**src/hdl/rss_defines.svh**
```systemverilog
/*
 * Constants of the rolling shutter row sequencer: register map, field
 * positions, reset values, pin indices and blanking phase timing.
 * Assumes a 100 MHz sequencer clock and a 16-bit serial frame.
 */
// Behaviour
// RL1 - Separate readout and reset row pointers
// RL2 - Both pointers step on each row clock
// RL3 - Exposure equals pointer spacing in rows
// RL4 - Both-sides bit or nondestructive drives pointers together
// RL5 - Dual slope: full frame, then shutter exposure
// RL6 - Nondestructive: reset once, read many times
// RL7 - Controller supplies continuous pixel rate clock
// RL8 - Controller pulses frame start each frame
// RL9 - Row clock selects row, runs blanking, loads columns
// RL10 - Pulse timing set by serially written registers; here fixed by RSS_PHASE_CYC and RSS_CNT_ONE
// RL11 - Control word twelve bits, resets to 0x100
// RL12 - Bit 0 chooses double sampling or nondestructive
// RL13 - Bits 1-2 variant, ignored unless nondestructive
// RL14 - Bit 3 resets pixels before readout; here only in double sampling mode, ignored when nondestructive
// RL15 - Bit 4 shutter or both-sides addressing
// RL16 - Bits 8-9 column granularity, 5-6 calibration speed
// RL17 - Bit 7 enables continuous precharge
// RL18 - Bit 10 routes dark reference to outputs
// RL19 - Bit 11 holds all pixels in reset
// RL20 - Pixel pair count eleven bits, resets 0x200
// RL21 - Variant codes: mode/reset or read frame
// RL22 - Double sampling: sample, reset row, sample again
`ifndef RSS_DEFINES_SVH
`define RSS_DEFINES_SVH

`define RSS_ADDR_W      4
`define RSS_SEQ_W       12
`define RSS_PIX_W       11
`define RSS_FRAME_BITS  5'h10
`define RSS_REG_SEQ     4'h0
`define RSS_REG_PIX     4'h1
`define RSS_SEQ_RESET   12'h100
`define RSS_PIX_RESET   11'h200

`define RSS_B_NDR       0
`define RSS_B_VAR_LO    1
`define RSS_B_VAR_HI    2
`define RSS_B_RBLACK    3
`define RSS_B_BOTH      4
`define RSS_B_FCAL      5
`define RSS_B_LCAL      6
`define RSS_B_PRECH     7
`define RSS_B_GRAN_LO   8
`define RSS_B_GRAN_HI   9
`define RSS_B_BLACK     10
`define RSS_B_RALL      11

`define RSS_ROW_W       12
`define RSS_ROWS        12'hBC6

`define RSS_PINS        5
`define RSS_PIN_SCLK    0
`define RSS_PIN_SDATA   1
`define RSS_PIN_LOAD    2
`define RSS_PIN_FSTART  3
`define RSS_PIN_RCLK    4

`define RSS_CLK_NS      10
`define RSS_PHASE_NS    50
`define RSS_PHASE_CYC   (4'((`RSS_PHASE_NS + `RSS_CLK_NS - 1) / `RSS_CLK_NS))
`define RSS_CNT_ONE     4'h1

`endif

```
**src/hdl/rss_pkg.sv**
```systemverilog
/*
 * Types of the rolling shutter row sequencer.
 * Assumes rss_defines.svh is included by every user.
 */
`include "rss_defines.svh"
package rss_pkg;
    typedef enum logic [2:0] {
        PH_IDLE     = 3'h0,
        PH_SYNC     = 3'h1,
        PH_PRE_RST  = 3'h2,
        PH_SAMP_SIG = 3'h3,
        PH_ROW_RST  = 3'h4,
        PH_SAMP_RST = 3'h5,
        PH_COL_LOAD = 3'h6
    } rss_phase_e;

    typedef struct packed {
        logic [`RSS_ADDR_W+`RSS_SEQ_W-1:0] shift;
        logic [4:0]                        cnt;
        logic                              stb;
        logic [`RSS_ADDR_W-1:0]            addr;
        logic [`RSS_SEQ_W-1:0]             data;
    } rss_ser_s;

    typedef struct packed {
        logic [`RSS_ROW_W-1:0] ptr;
    } rss_ptr_s;
endpackage

```
**src/hdl/rss_wr_if.sv**
```systemverilog
/*
 * Register write path from the serial receiver to the sequencer.
 * Assumes both ends run on the same clock.
 */
`timescale 1ns/1ps
`include "rss_defines.svh"
interface rss_wr_if;
    logic                   wr_stb;
    logic [`RSS_ADDR_W-1:0] wr_addr;
    logic [`RSS_SEQ_W-1:0]  wr_data;
    modport src (output wr_stb, output wr_addr, output wr_data);
    modport dst (input wr_stb, input wr_addr, input wr_data);
endinterface

```
**src/hdl/rss_row_ptr.sv**
```systemverilog
/*
 * One row pointer: loads at frame start, steps on each row clock and
 * wraps at the last row. Assumes load and step from the same clock.
 */
`timescale 1ns/1ps
`include "rss_defines.svh"
module rss_row_ptr (
    input  wire logic                  clk_in,
    input  wire logic                  rst_n_in,
    input  wire logic                  load_in,
    input  wire logic [`RSS_ROW_W-1:0] load_val_in,
    input  wire logic                  step_in,
    output logic      [`RSS_ROW_W-1:0] ptr_out
);
    rss_pkg::rss_ptr_s s_r, s_nxt;

    always_comb begin
        s_nxt = s_r;
        if (load_in) begin
            s_nxt.ptr = load_val_in;
        end else if (step_in) begin
            s_nxt.ptr = (s_r.ptr == `RSS_ROWS - 12'h001) ? 12'h000 : s_r.ptr + 12'h001; // RL2
        end
    end

    always_ff @(posedge clk_in or negedge rst_n_in) begin
        if (!rst_n_in) begin
            s_r <= '0;
        end else begin
            s_r <= s_nxt;
        end
    end

    assign ptr_out = s_r.ptr;
endmodule

```
**src/hdl/rss_ser_rx.sv**
```systemverilog
/*
 * Three-wire serial receiver: shifts address and data MSB first on
 * serial clock rises, issues one write on the load rise.
 * Assumes inputs already synchronised and edge detected.
 */
`timescale 1ns/1ps
`include "rss_defines.svh"
module rss_ser_rx (
    input  wire logic clk_in,
    input  wire logic rst_n_in,
    input  wire logic sclk_rise_in,
    input  wire logic sdata_in,
    input  wire logic load_rise_in,
    rss_wr_if.src     wr
);
    rss_pkg::rss_ser_s s_r, s_nxt;

    always_comb begin
        s_nxt     = s_r;
        s_nxt.stb = 1'b0;
        if (load_rise_in) begin
            // Short or long frames are dropped, not half applied
            if (s_r.cnt == `RSS_FRAME_BITS) begin
                s_nxt.stb  = 1'b1; // RL10
                s_nxt.addr = s_r.shift[`RSS_ADDR_W+`RSS_SEQ_W-1:`RSS_SEQ_W];
                s_nxt.data = s_r.shift[`RSS_SEQ_W-1:0];
            end
            s_nxt.cnt = 5'h00;
        end else if (sclk_rise_in) begin
            s_nxt.shift = {s_r.shift[`RSS_ADDR_W+`RSS_SEQ_W-2:0], sdata_in};
            if (s_r.cnt != 5'h1F) begin
                s_nxt.cnt = s_r.cnt + 5'h01;
            end
        end
    end

    always_ff @(posedge clk_in or negedge rst_n_in) begin
        if (!rst_n_in) begin
            s_r <= '0;
        end else begin
            s_r <= s_nxt;
        end
    end

    assign wr.wr_stb  = s_r.stb;
    assign wr.wr_addr = s_r.addr;
    assign wr.wr_data = s_r.data;
endmodule

```
**src/hdl/rss_top.sv**
```systemverilog
/*
 * Rolling shutter row sequencer: register bank written over the
 * three-wire serial port, readout and reset row pointers, and the
 * per-row blanking sequence that drives the array row lines.
 * Assumes the controller drives the serial pins, frame start and row
 * clock as slow pins; the sequencer clock is the pixel rate clock.
 */
`timescale 1ns/1ps
`include "rss_defines.svh"
module rss_top (
    input  wire logic                  CLK_IN,
    input  wire logic                  RESET_N_IN,
    input  wire logic                  SER_CLK_IN,
    input  wire logic                  SER_DATA_IN,
    input  wire logic                  SER_LOAD_IN,
    input  wire logic                  FRAME_START_IN,
    input  wire logic                  ROW_CLOCK_IN,
    input  wire logic [`RSS_ROW_W-1:0] EXPOSURE_ROWS_IN,
    input  wire logic                  DUAL_SLOPE_IN,
    output logic      [`RSS_ROW_W-1:0] READ_ROW_OUT,
    output logic      [`RSS_ROW_W-1:0] RESET_ROW_OUT,
    output logic                       BOTH_SIDES_OUT,
    output logic                       ROW_SELECT_OUT,
    output logic                       SAMPLE_SIGNAL_OUT,
    output logic                       SAMPLE_RESET_OUT,
    output logic                       READ_ROW_RESET_OUT,
    output logic                       SHUTTER_RESET_OUT,
    output logic                       LOW_RESET_LEVEL_OUT,
    output logic                       COLUMN_LOAD_OUT,
    output logic      [`RSS_PIX_W-1:0] ROW_PIXEL_PAIR_COUNT_OUT,
    output logic                       NONDESTRUCTIVE_SELECT_OUT,
    output logic      [1:0]            MULTI_READ_VARIANT_OUT,
    output logic                       FRAME_CAL_SLOW_OUT,
    output logic                       LINE_CAL_SLOW_OUT,
    output logic                       CONTINUOUS_PRECHARGE_OUT,
    output logic                       COLUMN_CLOCK_GRANULARITY_LOW_OUT,
    output logic                       COLUMN_CLOCK_GRANULARITY_HIGH_OUT,
    output logic                       DARK_REFERENCE_OUT,
    output logic                       RESET_ALL_PIXELS_OUT
);

    ////////////////////////////////////////////////////////////////////
    // State

    typedef struct packed {
        logic [`RSS_PINS-1:0]   sync1;
        logic [`RSS_PINS-1:0]   sync2;
        logic [`RSS_PINS-1:0]   prev;
        logic [`RSS_SEQ_W-1:0]  ctrl;
        logic [`RSS_PIX_W-1:0]  pairs;
        rss_pkg::rss_phase_e    phase;
        logic [3:0]             cnt;
        logic                   row_sel;
        logic                   samp_sig;
        logic                   samp_rst;
        logic                   read_rst;
        logic                   shut_rst;
        logic                   low_lvl;
        logic                   col_load;
        logic [`RSS_PIX_W-1:0]  col_count;
    } rss_top_s;

    rss_top_s              s_r;
    rss_top_s              s_nxt;
    logic                  rst_meta_r;
    logic                  rst_sync_r;
    logic [`RSS_PINS-1:0]  rise;
    logic                  frame_go;
    logic                  row_go;
    logic                  nondestructive_select;
    logic                  read_frame;
    logic                  both_sides;
    logic [`RSS_ROW_W-1:0] exposure;
    logic [`RSS_ROW_W-1:0] load_val [2];
    logic [`RSS_ROW_W-1:0] ptr      [2];

    rss_wr_if wr_bus ();

    ////////////////////////////////////////////////////////////////////
    // Reset release

    // Assertion is immediate, release is clocked to avoid recovery hazards
    always_ff @(posedge CLK_IN or negedge RESET_N_IN) begin
        if (!RESET_N_IN) begin
            rst_meta_r <= 1'b0;
            rst_sync_r <= 1'b0;
        end else begin
            rst_meta_r <= 1'b1;
            rst_sync_r <= rst_meta_r;
        end
    end

    ////////////////////////////////////////////////////////////////////
    // Phase sequencing

    function automatic rss_pkg::rss_phase_e next_phase(
        input rss_pkg::rss_phase_e cur,
        input logic                nd,
        input logic                rd_only,
        input logic                pre_rst
    );
        rss_pkg::rss_phase_e nx;
        nx = rss_pkg::PH_IDLE;
        unique case (cur)
            rss_pkg::PH_IDLE: begin
                nx = rss_pkg::PH_SYNC;
            end
            rss_pkg::PH_SYNC: begin
                if (nd) begin
                    // Read frames never reset; reset frames sample reset level
                    nx = rd_only ? rss_pkg::PH_SAMP_SIG : rss_pkg::PH_ROW_RST; // RL6 RL21
                end else begin
                    nx = pre_rst ? rss_pkg::PH_PRE_RST : rss_pkg::PH_SAMP_SIG; // RL14
                end
            end
            rss_pkg::PH_PRE_RST: begin
                nx = rss_pkg::PH_SAMP_SIG;
            end
            rss_pkg::PH_SAMP_SIG: begin
                nx = nd ? rss_pkg::PH_COL_LOAD : rss_pkg::PH_ROW_RST; // RL22
            end
            rss_pkg::PH_ROW_RST: begin
                nx = rss_pkg::PH_SAMP_RST; // RL22
            end
            rss_pkg::PH_SAMP_RST: begin
                nx = rss_pkg::PH_COL_LOAD;
            end
            rss_pkg::PH_COL_LOAD: begin
                nx = rss_pkg::PH_IDLE;
            end
            default: begin
                nx = rss_pkg::PH_IDLE;
            end
        endcase
        return nx;
    endfunction

    ////////////////////////////////////////////////////////////////////
    // Decodes of the pin edges and the control word

    assign rise       = s_r.sync2 & ~s_r.prev;
    assign frame_go   = rise[`RSS_PIN_FSTART]; // RL8
    assign row_go     = rise[`RSS_PIN_RCLK] & ~frame_go; // RL9
    assign nondestructive_select        = s_r.ctrl[`RSS_B_NDR]; // RL12
    // Variant only matters in nondestructive mode
    assign read_frame = nondestructive_select & s_r.ctrl[`RSS_B_VAR_LO]; // RL13 RL21
    assign both_sides = s_r.ctrl[`RSS_B_BOTH] | nondestructive_select; // RL4 RL15

    // Spacing clamped so the reset pointer stays inside the array
    assign exposure = (EXPOSURE_ROWS_IN >= `RSS_ROWS) ? `RSS_ROWS - 12'h001
                                                      : EXPOSURE_ROWS_IN; // RL3

    assign load_val[0] = 12'h000;
    // Both-sides addressing keeps the two pointers on the same row
    assign load_val[1] = both_sides ? 12'h000 : exposure; // RL3 RL4

    ////////////////////////////////////////////////////////////////////
    // Next state

    always_comb begin
        s_nxt       = s_r;
        s_nxt.sync1 = {ROW_CLOCK_IN, FRAME_START_IN, SER_LOAD_IN, SER_DATA_IN, SER_CLK_IN};
        s_nxt.sync2 = s_r.sync1;
        s_nxt.prev  = s_r.sync2;

        if (wr_bus.wr_stb) begin
            unique case (wr_bus.wr_addr)
                `RSS_REG_SEQ: begin
                    s_nxt.ctrl = wr_bus.wr_data; // RL10 RL11
                end
                `RSS_REG_PIX: begin
                    s_nxt.pairs = wr_bus.wr_data[`RSS_PIX_W-1:0]; // RL20
                end
                default: begin
                    s_nxt.ctrl = s_r.ctrl;
                end
            endcase
        end

        if (frame_go) begin
            s_nxt.phase = rss_pkg::PH_IDLE;
            s_nxt.cnt   = 4'h0;
        end else if (row_go) begin
            // A new row clock restarts blanking even mid-sequence
            s_nxt.phase = rss_pkg::PH_SYNC; // RL9
            s_nxt.cnt   = `RSS_PHASE_CYC;
        end else if (s_r.phase != rss_pkg::PH_IDLE) begin
            if (s_r.cnt > `RSS_CNT_ONE) begin
                s_nxt.cnt = s_r.cnt - `RSS_CNT_ONE;
            end else begin
                s_nxt.phase = next_phase(s_r.phase, nondestructive_select, read_frame,
                                         s_r.ctrl[`RSS_B_RBLACK]);
                s_nxt.cnt   = (s_nxt.phase == rss_pkg::PH_COL_LOAD) ? `RSS_CNT_ONE
                                                                     : `RSS_PHASE_CYC;
            end
        end

        s_nxt.row_sel  = (s_nxt.phase == rss_pkg::PH_PRE_RST)
                       | (s_nxt.phase == rss_pkg::PH_SAMP_SIG)
                       | (s_nxt.phase == rss_pkg::PH_ROW_RST)
                       | (s_nxt.phase == rss_pkg::PH_SAMP_RST);
        s_nxt.samp_sig = (s_nxt.phase == rss_pkg::PH_SAMP_SIG); // RL22
        s_nxt.samp_rst = (s_nxt.phase == rss_pkg::PH_SAMP_RST); // RL22
        s_nxt.read_rst = (s_nxt.phase == rss_pkg::PH_ROW_RST)
                       | (s_nxt.phase == rss_pkg::PH_PRE_RST); // RL14 RL22
        // Shutter row is reset only when the pointers are apart
        s_nxt.shut_rst = (s_nxt.phase == rss_pkg::PH_ROW_RST) & ~both_sides; // RL1 RL3
        // Dual slope: shutter reset at the lower level, readout at full
        s_nxt.low_lvl  = s_nxt.shut_rst & DUAL_SLOPE_IN; // RL5
        s_nxt.col_load = (s_nxt.phase == rss_pkg::PH_COL_LOAD); // RL9
        if (s_nxt.col_load) begin
            s_nxt.col_count = s_r.pairs; // RL20
        end
    end

    always_ff @(posedge CLK_IN or negedge rst_sync_r) begin
        if (!rst_sync_r) begin
            s_r       <= '0;
            s_r.ctrl  <= `RSS_SEQ_RESET; // RL11
            s_r.pairs <= `RSS_PIX_RESET; // RL20
            s_r.phase <= rss_pkg::PH_IDLE;
        end else begin
            s_r <= s_nxt;
        end
    end

    ////////////////////////////////////////////////////////////////////
    // Serial register port and row pointers

    rss_ser_rx u_ser (
        .clk_in       (CLK_IN),
        .rst_n_in     (rst_sync_r),
        .sclk_rise_in (rise[`RSS_PIN_SCLK]),
        .sdata_in     (s_r.sync2[`RSS_PIN_SDATA]),
        .load_rise_in (rise[`RSS_PIN_LOAD]),
        .wr           (wr_bus.src)
    );

    // Index 0 is the readout pointer, index 1 the shutter reset pointer
    for (genvar i = 0; i < 2; i++) begin : g_ptr
        rss_row_ptr u_ptr (
            .clk_in      (CLK_IN),
            .rst_n_in    (rst_sync_r),
            .load_in     (frame_go),
            .load_val_in (load_val[i]),
            .step_in     (row_go), // RL2
            .ptr_out     (ptr[i])
        ); // RL1
    end

    ////////////////////////////////////////////////////////////////////
    // Outputs

    assign READ_ROW_OUT                      = ptr[0];
    assign RESET_ROW_OUT                     = ptr[1];
    assign BOTH_SIDES_OUT                    = both_sides; // RL4
    assign ROW_SELECT_OUT                    = s_r.row_sel;
    assign SAMPLE_SIGNAL_OUT                 = s_r.samp_sig;
    assign SAMPLE_RESET_OUT                  = s_r.samp_rst;
    assign READ_ROW_RESET_OUT                = s_r.read_rst;
    assign SHUTTER_RESET_OUT                 = s_r.shut_rst;
    assign LOW_RESET_LEVEL_OUT               = s_r.low_lvl;
    assign COLUMN_LOAD_OUT                   = s_r.col_load;
    assign ROW_PIXEL_PAIR_COUNT_OUT          = s_r.col_count;
    assign NONDESTRUCTIVE_SELECT_OUT         = nondestructive_select; // RL12
    assign MULTI_READ_VARIANT_OUT            = s_r.ctrl[`RSS_B_VAR_HI:`RSS_B_VAR_LO]; // RL13
    assign FRAME_CAL_SLOW_OUT                = s_r.ctrl[`RSS_B_FCAL]; // RL16
    assign LINE_CAL_SLOW_OUT                 = s_r.ctrl[`RSS_B_LCAL]; // RL16
    assign CONTINUOUS_PRECHARGE_OUT          = s_r.ctrl[`RSS_B_PRECH]; // RL17
    assign COLUMN_CLOCK_GRANULARITY_LOW_OUT  = s_r.ctrl[`RSS_B_GRAN_LO]; // RL16
    assign COLUMN_CLOCK_GRANULARITY_HIGH_OUT = s_r.ctrl[`RSS_B_GRAN_HI]; // RL16
    assign DARK_REFERENCE_OUT                = s_r.ctrl[`RSS_B_BLACK]; // RL18
    assign RESET_ALL_PIXELS_OUT              = s_r.ctrl[`RSS_B_RALL]; // RL19

endmodule

```
**config.mk**
```make
export PLATFORM = sky130hd
export DESIGN_NAME = rss_top
export DESIGN_NICKNAME = d
export VERILOG_FILES = /design/src/hdl/rss_pkg.sv /design/src/hdl/rss_wr_if.sv /design/src/hdl/rss_row_ptr.sv /design/src/hdl/rss_ser_rx.sv /design/src/hdl/rss_top.sv
export VERILOG_INCLUDE_DIRS = /design/src /design/src/hdl
export SDC_FILE = /design/constraint.sdc
export NUM_CORES = 1
export LEC_CHECK = 0
export ABC_AREA = 0
export BUFFER_PORTS_ARGS = -buffer_cell sky130_fd_sc_hd__buf_2
export CORE_UTILIZATION = 45
export DETAILED_ROUTE_END_ITERATION = 7
export HOLD_SLACK_MARGIN = 0.1
export PLACE_DENSITY = 0.73
export SYNTH_ARGS = -nofsm -noshare
export SYNTH_HDL_FRONTEND = slang
export SYNTH_SLANG_ARGS = --single-unit
```
**constraint.sdc**
```tcl
create_clock -name CLK_IN -period 3.7 [get_ports CLK_IN]
set_clock_uncertainty 0.1 [all_clocks]
set_input_delay 0.37 -clock CLK_IN [delete_from_list [all_inputs] [get_ports CLK_IN]]
set_output_delay 0.37 -clock CLK_IN [all_outputs]
set_load 0.02 [all_outputs]
```
==> results.txt <==
Flip-flop and latch area -> 3160 um^2
EDFF count, synth -> 0
Power density over cell area -> 586 nW/um^2
Final standard cell area without fillers -> 6800 um^2
Mapped Nets -> 523
Slew of the pin with the lowest slew margin -> 989 ps
Filler cells -> 944
Post-CTS resize count -> 0
Commonest cells in the netlist -> dfrtp_1 (124), nand2_1 (74), mux2_2 (39)
Reg-to-reg endpoint -> ROW_PIXEL_PAIR_COUNT_OUT[10]
Number of iterations in the first detailed-routing pass -> 4
CTS buffer count -> 17
Most heavily used metal layer in global routing -> met2
Total die area -> 12900 um^2
Net count reported at finish -> 602
Post-Syn Area -> 5590 um^2
Clk sinks -> 126
Most instantiated library cell after synthesis -> dfrtp_1
Met3 GRT Util -> 0.0505
Crit. Startpoint -> s_r[18]
Largest net degree at the start of global routing -> 49
Antenna violations before repair -> 0
Number of I/O port buffers -> 72
Ratio of routed vias to standard cells -> 5.28
Number of setup violations in the final report -> 0
Capture point of the critical path -> ROW_PIXEL_PAIR_COUNT_OUT[10]
Worst slew slack as a fraction of its limit -> 0.335
R2R Setup Slk -> 800 ps
Highest attainable clock frequency -> 345 MHz
Max-slew violations -> 0
Share of layout cells above drive strength 1 -> 0.295
X dimension of the die -> 113 um
Core region area -> 12100 um^2
Arrival time worst endpoint -> 3090 ps
Global-route met2 utilization -> 0.308
Worst reg2reg startpoint -> s_r[18]
Type of the worst setup path -> reg -> reg
DRC violation count after routing -> 0
TritonCTS clock tree -> yes
Fin Setup TNS -> 0 ps
Final min period -> 2900 ps
Worst hold margin -> 120 ps
Max Cap Viol -> 0
ANT nets after route -> 0
Fraction of post-synthesis cell area in the top cell type by area -> 0.555
Buffering stage count on the worst path with inverters included -> 1
Share of the cycle needed by the critical path after routing -> 0.784
Synth cell types -> 64
Area Overhead vs Synth -> 21.7%
Cell taking the most area after synthesis -> dfrtp_1
Warning count from the yosys run -> 0
Final routed wire length divided by cell count -> 15.4 um
Clock slew at reported path FFs -> 60 ps
Endpoints failing hold -> 0
All-Layer GR Usage -> 0.194
Clock network latency to the later pin of the worst-skew pair -> 410 ps
ANT cells -> 0
Total half-perimeter wirelength after legalization and detailed placement -> 7620 um
Path depth of the worst reg2reg path -> 7
Buffers inserted by post-CTS timing repair -> 0
Bufs on Longest Clock Path -> 2
Static Leakage -> 3.33 nW
Std cell rows -> 40
Drt initial violations -> 279
Run status -> finished clean
DP Area -> 6050 um^2
Via count of the first global-routing pass -> 3978
Setup crit end kind -> register
Die height -> 113 um
Class of the tightest hold or removal check -> in -> reg
Maximum level of the CTS H-tree -> 4
Total via count in the routed design -> 3984
Crit path max fanout -> 12
Post-Synthesis Cells -> 494
Total wirelength of the detailed-routed design -> 11600 um
First-pass GRT wire length -> 19400 um
Hold_buf cts -> 9
Worst path max stage delay -> 900 ps
Final Wtd Congestion -> 0.910
Total of flip-flops plus latches after synthesis -> 126
Crit path max-delay family -> simple AND/OR/NAND/NOR gates
Top-Level Pins -> 73
Multi-input combinational cell area -> 2210 um^2
Post-synthesis sequential area ratio -> 0.565
CTS Root Buffer Type -> clkbuf_16
Most area-consuming cells after synthesis -> dfrtp_1 (56%), mux2_2 (7.9%), nand2_1 (5.0%)
Mean area per synthesized cell -> 11.3 um^2
Data required, critical path -> 3890 ps
Total congestion overflow after global routing -> 0
Crit. path cell count -> 7
Library cell contributing the largest single delay on the critical path -> nor4_4
Startpoint kind of the worst setup timing path -> register
Starting Density -> 0.463
CP Cell Sequence -> inv_1 -> ha_1 -> or2_1 -> o211ai_1 -> a22oi_2 -> nor4_4 -> mux2_2
Tot Pwr -> 3.98 mW
Flip-flop cell with the highest count after synthesis -> dfrtp_1
Maximum vdd drop -> 0.000339 V
Setup repair after global routing missed its margin -> false
Met1 Track Usage GR -> 0.248
Post-synthesis async set-or-reset flop share -> 1.00
==> metrics by stage <==
stage / worst slack (ps) / std cells / utilization
floorplan: 1450 / 494 / -
global placement: 978 / 713 / 0.502
detailed placement: 859 / 713 / 0.502
CTS: 821 / 754 / 0.563
global route: 672 / 754 / 0.563
finish: 798 / 754 / 0.563
==> worst register-to-register path: stages (launching register included) <==
cell and delay (ps):
dfrtp_1 430, inv_1 90, ha_1 230, or2_1 270, o211ai_1 160, a22oi_2 170
nor4_4 900, mux2_2 430
==> layout make-up <==
cell class,instances,area share
inverters,15,0.00828
multi-input cells,325,0.326
clock buffers,19,0.0652
clock inverters,13,0.0311
well taps,168,0.0309
repair buffers,88,0.0740
flip-flops and latches,126,0.465
==> layer usage <==
metal	up-vias	routed length, um
met1	1966	5210
met2	105	5690
met4	0	267
li1	1895	-
met5	-	0
met3	18	444
==> registers in the layout, indices dropped and copies added (netlist names), 2 cells and up <==
name,flops
g_ptr.u_ptr.ptr_out,24
u_ser.s_r,21
s_r,24
MULTI_READ_VARIANT_OUT,2
ROW_PIXEL_PAIR_COUNT_OUT,11
u_ser.wr.wr_data,12
u_ser.wr.wr_addr,4
s_nxt,10
==> kinds of logic after synthesis <==
kind of cell    share of synthesized area
flops                               0.565
xor+xnor                          0.00941
buf+inv                            0.0401
fa+ha+maj                          0.0202
other cells                      0.000671
compound gates                     0.0865
simple gates                        0.168
mux                                 0.110
==> where the power goes <==
part	leakage [nW]	internal [mW]	switching, mW
Clock	0.318	1.22	0.608
Sequential	1.67	1.51	0.149
Combinational	1.35	0.218	0.282
Total	3.33	2.94	1.04
==> layout by cell type (no fill, tap or decap), types with 3 or more instances in the layout <==
cell,count
buf_2,72
dfrtp_1,123
nand2_1,74
nor3_1,11
and4_1,5
mux2_4,9
nand3_1,13
dlygate4sd3_1,9
mux2_2,39
xnor2_1,3
ha_1,9
bufinv_16,5
o211ai_1,4
a31oi_1,3
and2_1,4
a211oi_1,3
inv_1,14
clkinv_4,3
buf_4,7
nand4_1,7
o21ai_0,29
a21oi_1,9
nor2b_1,6
clkbuf_16,17
or2_1,3
a221o_1,5
nor2_1,22
xor2_1,3
nand2b_1,8
mux2i_1,3
or3_1,3
o311ai_0,3
and3_1,11
==> worst min path at each step <==
stage                   startpoint                   endpoint  slack (ps)  cells after the start
6_report       EXPOSURE_ROWS_IN[3]  g_ptr[1].u_ptr.ptr_out[3]         120                      2
3_3_place_gp            RESET_N_IN                 rst_meta_r          50                      1
3_5_place_dp            RESET_N_IN                 rst_meta_r          60                      1
4_1_cts        EXPOSURE_ROWS_IN[1]  g_ptr[1].u_ptr.ptr_out[1]         110                      2
5_1_grt        EXPOSURE_ROWS_IN[3]  g_ptr[1].u_ptr.ptr_out[3]         120                      2
2_1_floorplan           RESET_N_IN                 rst_meta_r         -30                      0
(Power assumes the default switching activity.)
